==> src/verilog/srs_consts.svh <==
// startup release sequencer: offsets, fields, reset values
// assumes 32-bit apb data, one word per register
`ifndef SRS_CONSTS_SVH
`define SRS_CONSTS_SVH
`define SRS_AW 12
`define SRS_CTRL_OFF 12'h000
`define SRS_CFG_OFF 12'h004
`define SRS_LMASK_OFF 12'h008
`define SRS_STAT_OFF 12'h00c
`define SRS_CTRL_START 0
`define SRS_CFG_TRI_LSB 0
`define SRS_CFG_WE_LSB 4
`define SRS_CFG_CPL_LSB 8
`define SRS_CFG_LCK_LSB 12
`define SRS_CFG_CLK_LSB 16
`define SRS_CFG_DRIVE 20
`define SRS_CFG_PIPE 21
`define SRS_TRI_RST 3'h5
`define SRS_WE_RST 3'h6
`define SRS_CPL_RST 3'h4
`define SRS_LCK_RST 3'h7
`define SRS_SEL_RETAIN 3'h0
`define SRS_SEL_WAIT_CPL 3'h7
`define SRS_LCK_NO_WAIT 3'h7
`define SRS_LAST_PHASE 3'h6
`endif

==> src/verilog/srs_pkg.sv <==
// startup release sequencer: types
// enum codes are set here; offsets and reset values are in srs_consts.svh
package srs_pkg;
  typedef enum logic [1:0] {
    SRS_IDLE = 2'h0,
    SRS_RUN = 2'h1,
    SRS_USER = 2'h3
  } srs_state_t;
  typedef enum logic [1:0] {
    SRS_CLK_CFG = 2'h0,
    SRS_CLK_USER = 2'h1,
    SRS_CLK_TEST = 2'h2
  } srs_clk_sel_t;
  typedef struct packed {
    logic pipe;
    logic drive;
    srs_clk_sel_t clk;
    logic [2:0] lck;
    logic [2:0] cpl;
    logic [2:0] we;
    logic [2:0] tri_sel;
  } srs_cfg_t;
endpackage

==> src/verilog/srs_sequencer.sv <==
// startup release sequencer: apb registers, phase walk, pin control
// assumes all inputs synchronous to core_clk; clocks arrive as levels
// What this block does
// - release io hold at chosen phase, default 5
// - io stays hi-z until hold released
// - wait-complete mode holds until pin high
// - retain code keeps present hold, write enable and complete phase; lock phase always written
// - no_lock_wait never stalls for lock
// - lock phase stalls until selected managers lock
// - drive off: stop pulling low, float high
// - drive on: actively drive pin high
// - pipeline off: pin input feeds directly
// - pipeline on: one register stage inserted
// - pipelined: release on first startup edge after high
// - startup clock chosen by clock select
// - complete pin activates at chosen phase, default 4
// - write enable asserts at chosen phase, default 6
//
// Design decisions made here: the register addresses and the APB register port.
`timescale 1ns/100ps
`default_nettype none
`include "srs_consts.svh"
module srs_sequencer import srs_pkg::*; #(
  parameter int NUM_CM = 4
) (
  // clock and reset
  input wire logic core_clk,
  input wire logic rst_n,
  // apb slave
  input wire logic psel,
  input wire logic penable,
  input wire logic pwrite,
  input wire logic [`SRS_AW-1:0] paddr,
  input wire logic [31:0] pwdata,
  output logic [31:0] prdata,
  output logic pready,
  output logic pslverr,
  // alternate startup clocks, sampled as levels
  input wire logic user_startup_clock,
  input wire logic test_clock,
  // clock managers
  input wire logic [NUM_CM-1:0] clock_lock_flag,
  // configuration-complete pin, open drain or driven
  input wire logic config_complete_pin_i,
  output logic config_complete_pin_o,
  output logic config_complete_pin_oe_n,
  // global controls
  output logic global_tristate,
  output logic global_write_enable
);
  // ==========================================================
  // register state
  srs_cfg_t cfg_q;
  logic [NUM_CM-1:0] lock_mask_q;
  srs_state_t state_q;
  logic [2:0] phase_q;
  logic tri_hold_q;
  logic we_q;
  logic cpl_act_q;
  logic cpl_pipe_q;
  logic user_clk_q;
  logic test_clk_q;
  logic [31:0] prdata_q;
  logic pready_q;
  logic pslverr_q;
  logic start_q;

  // ==========================================================
  // apb decode
  logic setup;
  logic wr_acc;
  logic mapped;
  logic [31:0] rd_mux;
  logic [31:0] status;
  assign setup = psel & ~penable & ~pready_q;
  assign wr_acc = psel & penable & pready_q & pwrite;
  assign mapped = (paddr == `SRS_CTRL_OFF) | (paddr == `SRS_CFG_OFF) |
                  (paddr == `SRS_LMASK_OFF) | (paddr == `SRS_STAT_OFF);

  always_comb begin
    rd_mux = 32'h0;
    case (paddr)
      `SRS_CFG_OFF: rd_mux = {10'h0, cfg_q.pipe, cfg_q.drive, 2'h0, cfg_q.clk,
                               1'h0, cfg_q.lck, 1'h0, cfg_q.cpl, 1'h0, cfg_q.we,
                               1'h0, cfg_q.tri_sel};
      `SRS_LMASK_OFF: rd_mux = 32'(lock_mask_q);
      `SRS_STAT_OFF: rd_mux = status;
      default: rd_mux = 32'h0;
    endcase
  end

  // no wait state: pready rises in the first access cycle
  always_ff @(posedge core_clk or negedge rst_n) begin
    if (!rst_n) begin
      pready_q <= 1'b0;
      pslverr_q <= 1'b0;
      prdata_q <= 32'h0;
    end else begin
      pready_q <= setup;
      pslverr_q <= setup & ~mapped;
      if (setup && !pwrite) begin
        prdata_q <= rd_mux;
      end
    end
  end
  assign prdata = prdata_q;
  assign pready = pready_q;
  assign pslverr = pslverr_q;

  // ==========================================================
  // configuration registers
  logic [2:0] w_tri;
  logic [2:0] w_we;
  logic [2:0] w_cpl;
  assign w_tri = pwdata[`SRS_CFG_TRI_LSB +: 3];
  assign w_we = pwdata[`SRS_CFG_WE_LSB +: 3];
  assign w_cpl = pwdata[`SRS_CFG_CPL_LSB +: 3];

  always_ff @(posedge core_clk or negedge rst_n) begin
    if (!rst_n) begin
      cfg_q.tri_sel <= `SRS_TRI_RST;
      cfg_q.we <= `SRS_WE_RST;
      cfg_q.cpl <= `SRS_CPL_RST;
      cfg_q.lck <= `SRS_LCK_RST;
      cfg_q.clk <= SRS_CLK_CFG;
      cfg_q.drive <= 1'b0;
      cfg_q.pipe <= 1'b0;
      lock_mask_q <= '0;
    end else if (wr_acc && paddr == `SRS_CFG_OFF) begin
      if (w_tri != `SRS_SEL_RETAIN) begin
        cfg_q.tri_sel <= w_tri;
      end
      if (w_we != `SRS_SEL_RETAIN) begin
        cfg_q.we <= w_we;
      end
      if (w_cpl != `SRS_SEL_RETAIN && w_cpl != `SRS_SEL_WAIT_CPL) begin
        cfg_q.cpl <= w_cpl;
      end
      cfg_q.lck <= pwdata[`SRS_CFG_LCK_LSB +: 3];
      if (pwdata[`SRS_CFG_CLK_LSB +: 2] != 2'h3) begin
        cfg_q.clk <= srs_clk_sel_t'(pwdata[`SRS_CFG_CLK_LSB +: 2]);
      end
      cfg_q.drive <= pwdata[`SRS_CFG_DRIVE];
      cfg_q.pipe <= pwdata[`SRS_CFG_PIPE];
    end else if (wr_acc && paddr == `SRS_LMASK_OFF) begin
      lock_mask_q <= pwdata[NUM_CM-1:0];
    end
  end

  always_ff @(posedge core_clk or negedge rst_n) begin
    if (!rst_n) begin
      start_q <= 1'b0;
    end else begin
      start_q <= wr_acc & (paddr == `SRS_CTRL_OFF) & pwdata[`SRS_CTRL_START];
    end
  end

  // ==========================================================
  // startup clock: enable pulse on each chosen rising edge
  logic tick;
  always_ff @(posedge core_clk or negedge rst_n) begin
    if (!rst_n) begin
      user_clk_q <= 1'b0;
      test_clk_q <= 1'b0;
    end else begin
      user_clk_q <= user_startup_clock;
      test_clk_q <= test_clock;
    end
  end
  always_comb begin
    case (cfg_q.clk)
      SRS_CLK_USER: tick = user_startup_clock & ~user_clk_q;
      SRS_CLK_TEST: tick = test_clock & ~test_clk_q;
      default: tick = 1'b1;
    endcase
  end

  // ==========================================================
  // complete pin input path
  logic cpl_in;
  always_ff @(posedge core_clk or negedge rst_n) begin
    if (!rst_n) begin
      cpl_pipe_q <= 1'b0;
    end else begin
      cpl_pipe_q <= config_complete_pin_i;
    end
  end
  assign cpl_in = cfg_q.pipe ? cpl_pipe_q : config_complete_pin_i;

  // ==========================================================
  // phase walk
  logic all_clock_lock_flag;
  logic lock_stall;
  logic cpl_stall;
  logic advance;
  logic [2:0] nxt_phase;
  logic tri_wait;
  logic we_wait;
  assign all_clock_lock_flag = &(clock_lock_flag | ~lock_mask_q);
  assign lock_stall = (cfg_q.lck != `SRS_LCK_NO_WAIT) && (phase_q == cfg_q.lck) &&
                      !all_clock_lock_flag;
  assign tri_wait = cfg_q.tri_sel == `SRS_SEL_WAIT_CPL;
  assign we_wait = cfg_q.we == `SRS_SEL_WAIT_CPL;
  assign cpl_stall = (phase_q == `SRS_LAST_PHASE) && (tri_wait || we_wait) && !cpl_in;
  assign advance = tick && state_q == SRS_RUN && !lock_stall && !cpl_stall;
  assign nxt_phase = phase_q + 3'h1;

  always_ff @(posedge core_clk or negedge rst_n) begin
    if (!rst_n) begin
      state_q <= SRS_IDLE;
      phase_q <= 3'h0;
    end else if (start_q) begin
      state_q <= SRS_RUN;
      phase_q <= 3'h0;
    end else begin
      case (state_q)
        SRS_RUN: begin
          if (advance && phase_q == `SRS_LAST_PHASE) begin
            state_q <= SRS_USER;
          end else if (advance) begin
            phase_q <= nxt_phase;
          end
        end
        SRS_IDLE, SRS_USER: state_q <= state_q;
        default: state_q <= SRS_IDLE;
      endcase
    end
  end

  // ==========================================================
  // global three-state hold and write enable
  logic tri_rel;
  logic we_set;
  logic cpl_set;
  assign tri_rel = tri_wait ? (tick && state_q == SRS_RUN && cpl_in)
                            : (advance && nxt_phase >= cfg_q.tri_sel);
  assign we_set = we_wait ? (tick && state_q == SRS_RUN && cpl_in)
                          : (advance && nxt_phase >= cfg_q.we);
  assign cpl_set = advance && nxt_phase >= cfg_q.cpl;

  always_ff @(posedge core_clk or negedge rst_n) begin
    if (!rst_n) begin
      tri_hold_q <= 1'b1;
    end else if (start_q) begin
      tri_hold_q <= 1'b1;
    end else if (tri_rel) begin
      tri_hold_q <= 1'b0;
    end
  end

  always_ff @(posedge core_clk or negedge rst_n) begin
    if (!rst_n) begin
      we_q <= 1'b0;
    end else if (start_q) begin
      we_q <= 1'b0;
    end else if (we_set) begin
      we_q <= 1'b1;
    end
  end
  assign global_tristate = tri_hold_q;
  assign global_write_enable = we_q;

  // ==========================================================
  // complete pin drive; chain must hold one active driver at most
  always_ff @(posedge core_clk or negedge rst_n) begin
    if (!rst_n) begin
      cpl_act_q <= 1'b0;
    end else if (start_q) begin
      cpl_act_q <= 1'b0;
    end else if (cpl_set) begin
      cpl_act_q <= 1'b1;
    end
  end

  always_ff @(posedge core_clk or negedge rst_n) begin
    if (!rst_n) begin
      config_complete_pin_o <= 1'b0;
      config_complete_pin_oe_n <= 1'b0;
    end else if (!(cpl_act_q || cpl_set) || start_q) begin
      config_complete_pin_o <= 1'b0;
      config_complete_pin_oe_n <= 1'b0;
    end else begin
      config_complete_pin_o <= cfg_q.drive;
      config_complete_pin_oe_n <= ~cfg_q.drive;
    end
  end

  assign status = {18'h0, lock_stall | cpl_stall, all_clock_lock_flag, cpl_act_q, cpl_in,
                   we_q, tri_hold_q, 2'h0, state_q, 1'h0, phase_q};
endmodule
`default_nettype wire

==> config.mk <==
export PLATFORM = sky130hd
export DESIGN_NAME = srs_sequencer
export DESIGN_NICKNAME = d
export VERILOG_FILES = /design/src/verilog/srs_pkg.sv /design/src/verilog/srs_sequencer.sv
export VERILOG_INCLUDE_DIRS = /design/src /design/src/verilog
export SDC_FILE = /design/constraint.sdc
export NUM_CORES = 1
export LEC_CHECK = 0
export ABC_AREA = 1
export ABC_CLOCK_PERIOD_IN_PS = 1970
export BUFFER_PORTS_ARGS = -buffer_cell sky130_fd_sc_hd__buf_4
export CORE_UTILIZATION = 50
export CTS_BUF_LIST = sky130_fd_sc_hd__clkbuf_4 sky130_fd_sc_hd__clkbuf_8
export CTS_CLUSTER_SIZE = 24
export DETAILED_ROUTE_END_ITERATION = 7
export PLACE_DENSITY = 0.87
export SLEW_MARGIN = 10
export SYNTH_ARGS = -nofsm -noshare
export SYNTH_HDL_FRONTEND = slang
export SYNTH_SLANG_ARGS = --single-unit
==> constraint.sdc <==
create_clock -name core_clk -period 1.97 [get_ports core_clk]
set_input_delay 0.394 -clock core_clk [delete_from_list [all_inputs] [get_ports core_clk]]
set_output_delay 0.394 -clock core_clk [all_outputs]
set_load 0.05 [all_outputs]
==> impl_metrics.tcl <==
set metrics [dict create \
    status "finished, final reports clean" \
    fp.dieH_um 80.40 \
    root_buffer "clkbuf_8" \
    crit_type "reg -> reg" \
    synth_seq_area_share_pct 44.34 \
    overflow 0 \
    critPathArrivalTime_ps 2130 \
    viasPerCell 5.123 \
    antenna_found_initial 0 \
    syn_inst 371 \
    finalMaxSlewViolations 0 \
    via_count 2674 \
    p_per_area_nw_per_um2 528.7 \
    area_growth_pct 21.86 \
    grt_pass1_wl_um 11210 \
    io_pins 94 \
    drtIter0Drc 145 \
    tns_ps 0 \
    skew_ps 6.917 \
    insertion_delay_ps 310 \
    ys_warn_count 0 \
    pre_cts_slack_ps 59.87 \
    grt_max_degree 55 \
    synth_top_area_share_pct 36.64 \
    async_reset_ff_share_pct 100.0 \
    diodes 0 \
    r2r_slack_ps 80 \
    ys_types 35 \
    grt_pass1_vias 2460 \
    final_hold_viol_count 0 \
    drive_gt1_share_pct 27.07 \
    numCtsBuffers 5 \
    antenna_left 0 \
    p_leak_nw 2.100 \
    fmax_ghz 0.5294 \
    ir_drop_uv 326.3 \
    ys_seq_elements 54 \
    r2r_end "global_tristate" \
    std_cell_rows 28 \
    finalSetupViolations 0 \
    r2r.worst_path.cells 9 \
    core_um2 5921 \
    worst_slack_ps 81.02 \
    synthTopCellsByCount "115 x nand2_1, 53 x inv_1, 45 x dfrtp_1, 26 x nand3_1, 15 x buf_4" \
    syn_area_per_cell_um2 8.283 \
    slew-limit-headroom_pct 55.08 \
    post-route-drc-count 0 \
    wl_um 6984 \
    final_nets 516 \
    grt.total_usage_pct 22.79 \
    syn_area_um2 3073 \
    worst_pin_slew_ps 673.8 \
    path_max_fanout 4 \
    synth_ff_type "dfrtp_1" \
    clk_pin_slew_ps 90 \
    min_period_over_period_pct 95.89 \
    synth_area_leaders "dfrtp_1 37%, nand2_1 14%, dfstp_2 7.7%" \
    end_kind "register" \
    io_buffers 64 \
    startpoint_type "register" \
    gp_congestion 0.8715 \
    hold_class "in -> async" \
    synth_edf_count 0 \
    clock_sinks 54 \
    cts_tree "yes" \
    cap_violations 0 \
    start_util_pct 51.90 \
    rsz0062_at_grt "false" \
    htree_num_levels 2 \
    place_hpwl_um 5241 \
    routedWlPerCell_um 13.38 \
    required_ps 2210 \
    die_w_um 80.40 \
    clockBufferDepth 2 \
    synth.most_common_cell "nand2_1" \
    first_pass_iters 5 \
    r2r_start "phase_q[1]" \
    period_minus_slack_ps 1889 \
    dieArea_um2 6463 \
    synth_top_area_cell "dfrtp_1" \
]
-- through the flow --
| step | total power [mW] | cells | hold WS [ps] | utilization, % | cell area, um2 |
|---|---|---|---|---|---|
| 2_1_floorplan | 1.268 | 384 | 98.41 | - | 3122 |
| 3_3_place_gp | 1.346 | 510 | 410.5 | 60.82 | 3601 |
| 3_5_place_dp | 1.350 | 510 | 421.0 | 60.82 | 3601 |
| 4_1_cts | 1.998 | 518 | 147.1 | 62.43 | 3696 |
| 5_1_grt | 2.053 | 522 | 173.8 | 63.25 | 3745 |
| 6_report | 1.980 | 522 | 123.7 | 63.25 | 3745 |
-- cells in the final DEF (no fill, tap or decap) --
cell	n
nor3_4	2
nor2_2	3
dfrtp_2	1
nor2_1	7
nand3_1	26
inv_1	53
o22ai_1	4
nor3_2	3
a21oi_1	7
xor2_1	1
o211ai_1	5
nand2_1	115
nand3b_1	1
clkbuf_4	1
o21ai_1	13
buf_4	73
o31ai_2	3
nor2_4	4
o21a_1	2
o21ai_0	6
nand3_4	2
ha_1	13
dfstp_2	9
clkbuf_8	6
clkinv_1	1
inv_2	5
conb_1	14
ha_4	1
dfrtp_1	44
nand3_2	2
clkinv_2	1
o31ai_1	7
or2_2	2
nor2_8	1
nand2_4	2
nand4_1	7
-- final cells by class --
type                       instances  area (um2)
tap                               75       93.84
clock buffer                       7       90.09
inverter                          59       221.5
clock inverter                     1       5.005
sequential                        54        1364
fill                             524        2176
multi-input combinational        253        1423
timing repair buffer              73       548.0
-- routing by layer --
| metal | share of wire (%) | vias to the layer above | track usage [%] | wire length [um] |
|---|---|---|---|---|
| met5 | 0 | - | 0 | 0 |
| met4 | 1.5 | 0 | 5.357 | 102 |
| met3 | 6.8 | 15 | 4.545 | 478 |
| met2 | 51 | 117 | 40.08 | 3576 |
| met1 | 40 | 1226 | 28.55 | 2827 |
| li1 | - | 1316 | - | - |
-- where the power goes --
| part | switching [mW] | internal (mW) | leakage (nW) | total, mW |
|---|---|---|---|---|
| sequential | 0.00225 | 1.11 | 0.691 | 1.12 |
| combinational | 0.144 | 0.0675 | 1.36 | 0.211 |
| clock | 0.354 | 0.298 | 0.0517 | 0.652 |
| total | 0.500 | 1.48 | 2.10 | 1.98 |
-- state kept, by name (all words and copies together), names as in the netlist --
name	flops
user_clk_q	1
global_write_enable	1
cpl_act_q	1
lock_mask_q	4
start_q	1
test_clk_q	1
cfg_q	16
prdata	18
global_tristate	1
cpl_pipe_q	1
pready	1
config_complete_pin_oe_n	1
phase_q	3
state_q	2
config_complete_pin_o	1
pslverr	1
-- worst max-delay path, cell delays in order (launching register included) --
cell and delay (ps):
dfrtp_2 440, ha_1 190, xor2_1 160, buf_4 160, ha_1 300, a21oi_1 170, o211ai_1 100, nand2_1 110
nor3_2 40, o21ai_0 150
-- kinds of logic (layout without fill, tap and decap cells) --
family,count (synthesis),count (layout),share of synthesized area [%]
simple gates,177,177,28.34
compound gates,47,47,9.690
other cells,1,14,0.1220
xor+xnor,1,1,0.2851
buf+inv,77,140,11.52
fa+ha+maj,14,14,5.700
flops,54,54,44.34
-- how the worst max path moves through the flow --
stage                           from               endpoint  slack (ps)
after detailed placement  phase_q[1]        global_tristate          60
after global routing      phase_q[0]        global_tristate           4
after CTS                 phase_q[1]        global_tristate          20
final                     phase_q[1]        global_tristate          80
after global placement    phase_q[1]        global_tristate         120
after floorplan           phase_q[0]  config_complete_pin_o         180
-- timing repair --
item                       CTS  global route
resized for setup            0             3
buffers inserted             0             4
setup endpoints to repair    0             4
hold buffers                 0             0
Power figures use the tool's default switching activity.
